`src/inc/tcd_pkg.sv`:
```
// timer clock divider chains: shared constants, types and helpers
// assumes one oscillator clock domain and a plain register port

package tcd_pkg;

   // ----------------------------------------------------------------
   // register port
   // ----------------------------------------------------------------
   localparam int         ADDR_W            = 4;
   localparam int         DATA_W            = 16;
   localparam logic [3:0] OFF_COUNT         = 4'h0;
   localparam logic [3:0] OFF_FLAG_TWO      = 4'h1;
   localparam logic [3:0] OFF_MASK_TWO      = 4'h2;
   localparam logic [3:0] OFF_SERIAL_CTRL   = 4'h3;
   localparam logic [3:0] OFF_OPTIONS_TWO   = 4'h4;
   localparam logic [3:0] OFF_PULSE_COUNT   = 4'h5;

   // ----------------------------------------------------------------
   // field positions and reset values
   // ----------------------------------------------------------------
   localparam int          FLAG_OVF_BIT      = 7;
   localparam int          MASK_OVF_IE_BIT   = 7;
   localparam int          MASK_PRESCALE_LSB = 0;
   localparam int          SERIAL_RATE_LSB   = 0;
   localparam int          SYSTEM_OPTIONS_TWO_RATE_HI_BIT  = 2;
   localparam logic [15:0] COUNT_RESET       = 16'h0000;
   localparam logic [15:0] COUNT_MAX         = 16'hFFFF;
   localparam logic [1:0]  PRESCALE_RESET    = 2'h0;

   // ----------------------------------------------------------------
   // divider ratios and timing counts
   // ----------------------------------------------------------------
   localparam logic [1:0]  OSC_PER_BUS_M1    = 2'h3;
   localparam logic [6:0]  PRESCALE_WINDOW   = 7'h40;
   localparam int          PULSE_DIV         = 64;
   localparam int          PERIODIC_DIV      = 8192;
   localparam logic [1:0]  WATCHDOG_POST_M1  = 2'h3;

   // ----------------------------------------------------------------
   // carriers
   // ----------------------------------------------------------------
   typedef struct packed {
      logic [ADDR_W-1:0] addr;
      logic [DATA_W-1:0] wdata;
      logic              wr;
      logic              rd;
   } tcd_bus_req_s;

   typedef struct packed {
      logic busTick;
      logic timerTick;
      logic serialTick;
      logic pulseTick;
      logic periodicTick;
      logic watchdogTick;
   } tcd_ticks_s;

   // ----------------------------------------------------------------
   // helpers
   // ----------------------------------------------------------------
   // log2 of the main timer divisor: 1, 4, 8, 16
   function automatic int prescaleShift(input logic [1:0] sel);
      case (sel)
         2'h0:    prescaleShift = 0;
         2'h1:    prescaleShift = 2;
         2'h2:    prescaleShift = 3;
         default: prescaleShift = 4;
      endcase
   endfunction

   // serial divisor in bus clocks for {high, low[1:0]}
   function automatic int serialDiv(input logic [2:0] sel);
      case (sel)
         3'h0:    serialDiv = 2;
         3'h1:    serialDiv = 4;
         3'h2:    serialDiv = 16;
         3'h3:    serialDiv = 32;
         3'h4:    serialDiv = 8;
         3'h5:    serialDiv = 16;
         3'h6:    serialDiv = 64;
         default: serialDiv = 128;
      endcase
   endfunction

endpackage

```
`src/design/tcd_tick_div.sv`:
```
// enable-pulse divider: one tick per (limit+1) input enables
// assumes limit is held steady apart from rare software changes

`timescale 1ns/1ps

module tcd_tick_div #(
   parameter int W = 4
) (
   input  wire logic         core_clk,   // oscillator clock
   input  wire logic         reset_n,    // async reset, active low
   input  wire logic         en,         // input rate enable
   input  wire logic [W-1:0] limit,      // divisor minus one
   output logic              tick        // one-cycle output enable
);

   logic [W-1:0] cnt_ff;
   logic [W-1:0] nxt_cnt;
   logic         atEnd;

   // >= so a lowered limit never lets the count run past and stall
   assign atEnd   = (cnt_ff >= limit);
   assign tick    = en && atEnd;
   assign nxt_cnt = atEnd ? '0 : W'(cnt_ff + 1'b1);

   always_ff @(posedge core_clk or negedge reset_n) begin
      if (!reset_n) begin
         cnt_ff <= '0;
      end else if (en) begin
         cnt_ff <= nxt_cnt;
      end
   end

endmodule // tcd_tick_div

```
`src/design/tcd_timer_chains.sv`:
```
// timer clock divider chains with free-running counter and overflow flag
// assumes core_clk is the oscillator; software is the only other party

`timescale 1ns/1ps

module tcd_timer_chains
   import tcd_pkg::*;
(
   input  wire logic              core_clk,     // oscillator clock, 10 MHz
   input  wire logic              reset_n,      // async reset, active low
   input  wire logic              specialMode,  // high in special modes
   input  wire tcd_bus_req_s      busReq,       // register request
   output logic [DATA_W-1:0]      rdData,       // read data, cycle after read
   output tcd_ticks_s             chainTicks,   // divider chain enables
   output logic                   ovfIrq        // overflow interrupt request
);

   // ----------------------------------------------------------------
   // registers
   // ----------------------------------------------------------------
   logic [15:0]       count_ff;
   logic [15:0]       nxt_count;
   logic              ovfFlag_ff;
   logic              nxt_ovfFlag;
   logic              ovfIe_ff;
   logic [1:0]        prescale_ff;
   logic              prescaleLocked_ff;
   logic [6:0]        window_ff;
   logic [1:0]        serialLow_ff;
   logic              serialHigh_ff;
   logic [7:0]        pulseCount_ff;
   logic [DATA_W-1:0] rdData_ff;

   // ----------------------------------------------------------------
   // address decode
   // ----------------------------------------------------------------
   wire hitCount  = (busReq.addr == OFF_COUNT);
   wire hitFlag   = (busReq.addr == OFF_FLAG_TWO);
   wire hitMask   = (busReq.addr == OFF_MASK_TWO);
   wire hitSerial = (busReq.addr == OFF_SERIAL_CTRL);
   wire hitOpt    = (busReq.addr == OFF_OPTIONS_TWO);
   wire hitPulse  = (busReq.addr == OFF_PULSE_COUNT);

   wire wrCount   = busReq.wr && hitCount && specialMode;
   wire wrFlag    = busReq.wr && hitFlag;
   wire wrMask    = busReq.wr && hitMask;
   wire windowOpen = (window_ff < PRESCALE_WINDOW);
   // special modes leave the prescale open for test
   wire wrPrescale = wrMask && (specialMode || (!prescaleLocked_ff && windowOpen));

   // ----------------------------------------------------------------
   // divider chains
   // ----------------------------------------------------------------
   logic busTick;
   logic timerTick;
   logic serialTick;
   logic pulseTick;
   logic periodicTick;
   logic watchdogTick;

   wire [3:0]  prescaleLimit = 4'((1 << prescaleShift(prescale_ff)) - 1);
   wire [6:0]  serialLimit   = 7'(serialDiv({serialHigh_ff, serialLow_ff}) - 1);
   wire [5:0]  pulseLimit    = 6'((PULSE_DIV >> prescaleShift(prescale_ff)) - 1);
   wire [12:0] periodicLimit = 13'((PERIODIC_DIV >> prescaleShift(prescale_ff)) - 1);

   // oscillator over four gives the bus clock enable
   tcd_tick_div #(.W(2)) uBusDiv (
      .core_clk (core_clk),
      .reset_n  (reset_n),
      .en       (1'b1),
      .limit    (OSC_PER_BUS_M1),
      .tick     (busTick)
   );

   tcd_tick_div #(.W(4)) uPrescale (
      .core_clk (core_clk),
      .reset_n  (reset_n),
      .en       (busTick),
      .limit    (prescaleLimit),
      .tick     (timerTick)
   );

   // serial chain runs on the bus clock, not on the main timer
   tcd_tick_div #(.W(7)) uSerial (
      .core_clk (core_clk),
      .reset_n  (reset_n),
      .en       (busTick),
      .limit    (serialLimit),
      .tick     (serialTick)
   );

   // post-scalers shrink as the prescale grows, so rates stay fixed
   tcd_tick_div #(.W(6)) uPulse (
      .core_clk (core_clk),
      .reset_n  (reset_n),
      .en       (timerTick),
      .limit    (pulseLimit),
      .tick     (pulseTick)
   );

   tcd_tick_div #(.W(13)) uPeriodic (
      .core_clk (core_clk),
      .reset_n  (reset_n),
      .en       (timerTick),
      .limit    (periodicLimit),
      .tick     (periodicTick)
   );

   tcd_tick_div #(.W(2)) uWatchdog (
      .core_clk (core_clk),
      .reset_n  (reset_n),
      .en       (periodicTick),
      .limit    (WATCHDOG_POST_M1),
      .tick     (watchdogTick)
   );

   // ----------------------------------------------------------------
   // free-running counter and overflow flag
   // ----------------------------------------------------------------
   wire wrapNow = timerTick && (count_ff == COUNT_MAX);

   // a special-mode write wins over the count in the same cycle
   assign nxt_count = wrCount   ? busReq.wdata :
                      timerTick ? 16'(count_ff + 16'h0001) :
                                  count_ff;

   // set wins over a same-cycle write-one clear
   assign nxt_ovfFlag = wrapNow ? 1'b1 :
                        (wrFlag && busReq.wdata[FLAG_OVF_BIT]) ? 1'b0 :
                        ovfFlag_ff;

   always_ff @(posedge core_clk or negedge reset_n) begin
      if (!reset_n) begin
         count_ff   <= COUNT_RESET;
         ovfFlag_ff <= 1'b0;
      end else begin
         count_ff   <= nxt_count;
         ovfFlag_ff <= nxt_ovfFlag;
      end
   end

   // ----------------------------------------------------------------
   // control registers
   // ----------------------------------------------------------------
   always_ff @(posedge core_clk or negedge reset_n) begin
      if (!reset_n) begin
         ovfIe_ff          <= 1'b0;
         prescale_ff       <= PRESCALE_RESET;
         prescaleLocked_ff <= 1'b0;
         window_ff         <= '0;
         serialLow_ff      <= 2'h0;
         serialHigh_ff     <= 1'b0;
      end else begin
         if (wrMask) begin
            ovfIe_ff <= busReq.wdata[MASK_OVF_IE_BIT];
         end
         if (wrPrescale) begin
            prescale_ff       <= busReq.wdata[MASK_PRESCALE_LSB +: 2];
            prescaleLocked_ff <= 1'b1;
         end
         if (busTick && windowOpen) begin
            window_ff <= 7'(window_ff + 7'h01);
         end
         if (busReq.wr && hitSerial) begin
            serialLow_ff <= busReq.wdata[SERIAL_RATE_LSB +: 2];
         end
         if (busReq.wr && hitOpt) begin
            serialHigh_ff <= busReq.wdata[SYSTEM_OPTIONS_TWO_RATE_HI_BIT];
         end
      end
   end

   // 8-bit accumulator stepped by the pulse chain
   always_ff @(posedge core_clk or negedge reset_n) begin
      if (!reset_n) begin
         pulseCount_ff <= 8'h00;
      end else if (pulseTick) begin
         pulseCount_ff <= 8'(pulseCount_ff + 8'h01);
      end
   end

   // ----------------------------------------------------------------
   // read path
   // ----------------------------------------------------------------
   logic [DATA_W-1:0] rdMux;

   always_comb begin
      rdMux = '0;
      if (hitCount) begin
         rdMux = count_ff;
      end else if (hitFlag) begin
         rdMux[FLAG_OVF_BIT] = ovfFlag_ff;
      end else if (hitMask) begin
         rdMux[MASK_OVF_IE_BIT] = ovfIe_ff;
         rdMux[MASK_PRESCALE_LSB +: 2] = prescale_ff;
      end else if (hitSerial) begin
         rdMux[SERIAL_RATE_LSB +: 2] = serialLow_ff;
      end else if (hitOpt) begin
         rdMux[SYSTEM_OPTIONS_TWO_RATE_HI_BIT] = serialHigh_ff;
      end else if (hitPulse) begin
         rdMux[7:0] = pulseCount_ff;
      end
   end

   // read data stand only in the cycle after the read
   always_ff @(posedge core_clk or negedge reset_n) begin
      if (!reset_n) begin
         rdData_ff <= '0;
      end else if (busReq.rd) begin
         rdData_ff <= rdMux;
      end else begin
         rdData_ff <= '0;
      end
   end

   // ----------------------------------------------------------------
   // outputs
   // ----------------------------------------------------------------
   assign rdData = rdData_ff;
   assign ovfIrq = ovfFlag_ff && ovfIe_ff;

   assign chainTicks.busTick      = busTick;
   assign chainTicks.timerTick    = timerTick;
   assign chainTicks.serialTick   = serialTick;
   assign chainTicks.pulseTick    = pulseTick;
   assign chainTicks.periodicTick = periodicTick;
   assign chainTicks.watchdogTick = watchdogTick;

   // ----------------------------------------------------------------
   // checks
   // ----------------------------------------------------------------
   chk_bus_tick_period: assert property (
      @(posedge core_clk) disable iff (!reset_n)
      busTick |=> !busTick [*3] ##1 busTick)
      else $error("bus tick not every fourth oscillator cycle");

   chk_prescale_unity: assert property (
      @(posedge core_clk) disable iff (!reset_n)
      (prescale_ff == 2'h0) |-> (timerTick == busTick))
      else $error("divide by one does not follow the bus tick");

   chk_prescale_sixteen: assert property (
      @(posedge core_clk) disable iff (!reset_n)
      (timerTick && prescale_ff == 2'h3 && $stable(prescale_ff))
         |=> !timerTick [*8] ##0 (prescale_ff == 2'h3))
      else $error("divide by sixteen ticks too early");

   chk_count_step: assert property (
      @(posedge core_clk) disable iff (!reset_n)
      (timerTick && !wrCount) |=> (count_ff == 16'($past(count_ff) + 16'h0001)))
      else $error("counter did not advance on timer tick");

   chk_count_hold: assert property (
      @(posedge core_clk) disable iff (!reset_n)
      (!timerTick && !wrCount) |=> $stable(count_ff))
      else $error("counter changed without tick or special write");

   chk_normal_write: assert property (
      @(posedge core_clk) disable iff (!reset_n)
      (busReq.wr && hitCount && !specialMode && !timerTick) |=> $stable(count_ff))
      else $error("normal mode write altered the counter");

   chk_wrap_flag: assert property (
      @(posedge core_clk) disable iff (!reset_n)
      wrapNow && !wrCount |=> (count_ff == COUNT_RESET) && ovfFlag_ff)
      else $error("wrap did not clear count and set flag");

   chk_flag_clear: assert property (
      @(posedge core_clk) disable iff (!reset_n)
      (wrFlag && busReq.wdata[FLAG_OVF_BIT] && !wrapNow) |=> !ovfFlag_ff)
      else $error("write one did not clear overflow flag");

   chk_flag_keep: assert property (
      @(posedge core_clk) disable iff (!reset_n)
      (ovfFlag_ff && !(wrFlag && busReq.wdata[FLAG_OVF_BIT])) |=> ovfFlag_ff)
      else $error("overflow flag lost without a write one");

   chk_irq_gate: assert property (
      @(posedge core_clk) disable iff (!reset_n)
      (wrapNow && ovfIe_ff && !wrMask) |=> ovfIrq)
      else $error("overflow with enable set raised no interrupt request");

   chk_prescale_lock: assert property (
      @(posedge core_clk) disable iff (!reset_n)
      (wrMask && !specialMode && (prescaleLocked_ff || !windowOpen))
         |=> $stable(prescale_ff))
      else $error("locked prescale select was changed");

   chk_pulse_on_timer: assert property (
      @(posedge core_clk) disable iff (!reset_n)
      pulseTick |-> timerTick)
      else $error("pulse chain ticked off the main timer");

   chk_watchdog_sync: assert property (
      @(posedge core_clk) disable iff (!reset_n)
      watchdogTick |-> (periodicTick && timerTick))
      else $error("watchdog tick without periodic tick");

   chk_read_latency: assert property (
      @(posedge core_clk) disable iff (!reset_n)
      (busReq.rd && hitCount) |=> (rdData == $past(count_ff)))
      else $error("count read data wrong in cycle after read");

endmodule // tcd_timer_chains

```
`config.mk`:
```
export PLATFORM = sky130hd
export DESIGN_NAME = tcd_timer_chains
export DESIGN_NICKNAME = d
export VERILOG_FILES = /design/src/inc/tcd_pkg.sv /design/src/design/tcd_tick_div.sv /design/src/design/tcd_timer_chains.sv
export SDC_FILE = /design/constraint.sdc
export NUM_CORES = 1
export LEC_CHECK = 0
export ABC_AREA = 1
export BUFFER_PORTS_ARGS = -buffer_cell sky130_fd_sc_hd__buf_2
export CORE_AREA = 3 3 104 106
export CTS_BUF_LIST = sky130_fd_sc_hd__clkbuf_8 sky130_fd_sc_hd__clkbuf_16
export CTS_CLUSTER_DIAMETER = 100
export CTS_CLUSTER_SIZE = 24
export DETAILED_ROUTE_END_ITERATION = 8
export DIE_AREA = 0 0 107 109
export PLACE_DENSITY = 0.78
export SYNTH_ARGS = -nofsm -noshare
export SYNTH_HDL_FRONTEND = slang
export SYNTH_HIERARCHICAL = 1
export SYNTH_SLANG_ARGS = --single-unit
```
`constraint.sdc`:
```
create_clock -name core_clk -period 4.15 [get_ports core_clk]
set_input_delay 0.83 -clock core_clk [delete_from_list [all_inputs] [get_ports core_clk]]
set_output_delay 0.83 -clock core_clk [all_outputs]
set_load 0.05 [all_outputs]
```
==> impl_metrics.tcl <==
set metrics [dict create \
    drc 0 \
    root_buffer "clkbuf_8" \
    synthFlopType "dfrtp_1" \
    grt_use_total 0.2400 \
    clkSlewWorstSetupHoldPaths_ns 0.10 \
    r2r_slack_ns 1.16 \
    fmax_mhz 260.0 \
    fin_nets 909 \
    place_hpwl_um 9637 \
    die-height_um 109 \
    port_buffers 47 \
    hp-start "prescaleLocked_ff$_DFFE_PN0P_" \
    endpoint "chainTicks[0]" \
    cts_buffers 9 \
    critical_path.max_fanout 7 \
    postCtsHoldBufs 0 \
    cts_tree "built" \
    drt_iter0_drc 268 \
    vdd_ir_drop_max_mv 0.2409 \
    dp.cells 952 \
    crit_slowest_cell "dfrtp_2" \
    cp-start-kind "flop" \
    r2r_start "prescale_ff[0]$_DFFE_PN0P_" \
    powerDensity_nw_per_um2 536.7 \
    synthArstFlopShare 1.000 \
    setup_viol 0 \
    synth_edf_count 0 \
    syn_area_sq_um 5899 \
    initial_core_util 0.5980 \
    slew_violations 0 \
    seqPwrFrac 0.382 \
    crit_type "reg2out" \
    diodes 0 \
    finalNonFillerCells 971 \
    max_stage_delay_ns 0.45 \
    hold_path.class "reg2reg" \
    die_area_sq_um 11660 \
    worst_pin_slew_ns 0.8863 \
    reg2reg_to "uPeriodic/cnt_ff[10]$_DFFE_PN0P_" \
    hold_viol 0 \
    clock_path_buffers 2 \
    yosys_warnings 6 \
    ant_nets 0 \
    synth_cells 764 \
    clkPwrFrac 0.228 \
    pwr-share-comb 0.390 \
    grt_antenna_before_repair 0 \
    yosys-top-cells-area "dfrtp_1 38%, nand2_1 13%, ha_1 11%, inv_1 8.5%, nand3_1 4.1%" \
    rsz0062_at_grt "false" \
    globalplace.congestion 0.8559 \
    coreArea_sq_um 9864 \
    fin_worst_skew_ns 0.01287 \
    vias_per_cell 5.179 \
    grt_pass1_wl_um 22490 \
    syn_area_per_cell_sq_um 7.722 \
    first_global_vias 5080 \
    cts.sinks 89 \
    fin_crit_sh 0.9267 \
    crit_top_cell "nand2_1" \
    cap_viol_max_count 0 \
    outcome "finished, final reports clean" \
    max-slew-margin-rel 0.4092 \
    drtPass1Iterations 5 \
    path_cells "inv_2 -> ha_1 -> or2_2 -> xnor2_1 -> inv_1 -> ha_1 -> nand2_1 -> nor2_1 -> nand2_1 -> nor2_1 -> nor2_2 -> a31oi_2 -> buf_4 -> nand2_1 -> inv_1 -> buf_6" \
    crit_start "prescale_ff[0]$_DFFE_PN0P_" \
    overflow 0 \
    end_kind "output port" \
    p_sw_uw 1511 \
    p_int_uw 2035 \
    worstPathRequired_ns 3.32 \
    fin_tns_setup_ns 0 \
    ios 48 \
    ys_ff_latch 89 \
    finalCriticalPeriod_ns 3.846 \
    cp.arrival_ns 3.02 \
    final_common_cell "nand2_1" \
    p_leak_uw 0.003679 \
    area_delta_synth_final_pct 12.00 \
    die_w_um 107 \
    clock_latency_ns 0.36 \
    yosysTopAreaCell "dfrtp_1" \
    rows 36 \
    reg2reg_depth 18 \
    ys_seq_area_frac 0.3775 \
    avgRoutedWirePerCell_um 13.43 \
    grt_max_degree 68 \
    yosysTopAreaCellShare 0.3775 \
    p_sw_frac 0.4262 \
    synth_cell_types 38 \
    final_cell_mix "197 x nand2_1, 131 x inv_1, 87 x dfrtp_1" \
    dr_total_vias 5029 \
    drt_wl_total_um 13040 \
    drive_above_1_share 0.1527 \
    fillers 812 \
    ctsHtreeMaxLevel 3 \
]
area by class of cell:
type,count,area [sq um],share of cell area
Timing Repair Buffer,56,311.5,0.04715
Clock buffer,9,123.9,0.01875
Sequential cell,89,2230,0.3374
Inverter,141,531.8,0.08048
Tap cell,133,166.4,0.02518
Multi-Input combinational cell,536,3098,0.4689
Clock inverter,7,146.4,0.02215
power by group through the flow:
stage	clock network (uW)	logic (uW)	registers, uW
2_1_floorplan	0	1080	1300
3_3_place_gp	0	1290	1350
3_5_place_dp	0	1370	1360
4_1_cts	821	1380	1350
5_1_grt	859	1610	1380
6_report	808	1380	1350
flip-flops by register name (all words and copies together), names as in the netlist, 4 cells and up:
name and flops:
window_ff 7, uPrescale/cnt_ff 4, uPulse/cnt_ff 6, count_ff 16
rdData 16, pulseCount_ff 8, uPeriodic/cnt_ff 13, uSerial/cnt_ff 7
logic make-up after synthesis:
logic type               share of synthesized area
XOR/XNOR                                   0.05642
other                                    0.0006357
buffers and inverters                       0.1086
AND/OR/NAND/NOR                             0.2609
multiplexers                              0.005514
flip-flops                                  0.3775
adder cells (fa/ha/maj)                     0.1082
AO/OA/AOI/OAI                              0.08229
synthesized netlist by cell type (4+ instances only):
master   number
nand3_1      48
o21ai_1       9
xor2_1       23
buf_6         4
nor3_1        5
dfrtp_1      89
nand2_1     197
a21oi_2       7
nor2_4        6
ha_1         51
inv_1       133
o21ai_0      21
nor2_2        7
nand3_2       6
nand2_2       8
xnor2_1      15
inv_2         7
buf_4         6
a21oi_1      40
nand4_1      12
nor2_1       43
nand2_4       4
routing by layer:
metal	vias to the layer above	track usage	part of all wire
met1	2385	0.2888	0.42
met3	33	0.04381	0.040
met5	-	0	0
met2	107	0.4240	0.51
met4	0	0.1014	0.026
li1	2504	-	-
per-stage QoR:
step	util	setup slack [ns]	power, uW	hold WS [ns]	instance area (sq um)
CTS	0.6660	0.07718	3543	0.4823	6570
global route	0.6698	0.01809	3850	0.5211	6608
global placement	0.6386	0.6257	2634	0.4502	6300
detailed placement	0.6386	0.4909	2726	0.4600	6300
finish	0.6698	0.3044	3546	0.4780	6608
floorplan	-	0.5643	2384	0.4347	5959
timing repair:
item / CTS / global route
buffers inserted: 0 / 3
gates resized for setup: 0 / 8
setup endpoints to repair: 0 / 2
worst max-delay path, delay by kind of cell (launching register included):
kind | cells | cell delay (ns)
AOI/OAI and AO/OA | 1 | 0.14
xor gates and xnor gates | 1 | 0.14
adders and majority gates | 2 | 0.53
buffers and inverters | 5 | 0.56
DFF | 1 | 0.45
and+or+nand+nor | 7 | 0.82
worst min-delay path by stage:
stage | end | depth (start not counted)
final | prescaleLocked_ff$_DFFE_PN0P_ | 2
after global routing | prescaleLocked_ff$_DFFE_PN0P_ | 2
after CTS | prescaleLocked_ff$_DFFE_PN0P_ | 2
after detailed placement | prescaleLocked_ff$_DFFE_PN0P_ | 2
after global placement | prescaleLocked_ff$_DFFE_PN0P_ | 2
after floorplan | prescaleLocked_ff$_DFFE_PN0P_ | 2
Power figures use the tool's default switching activity.
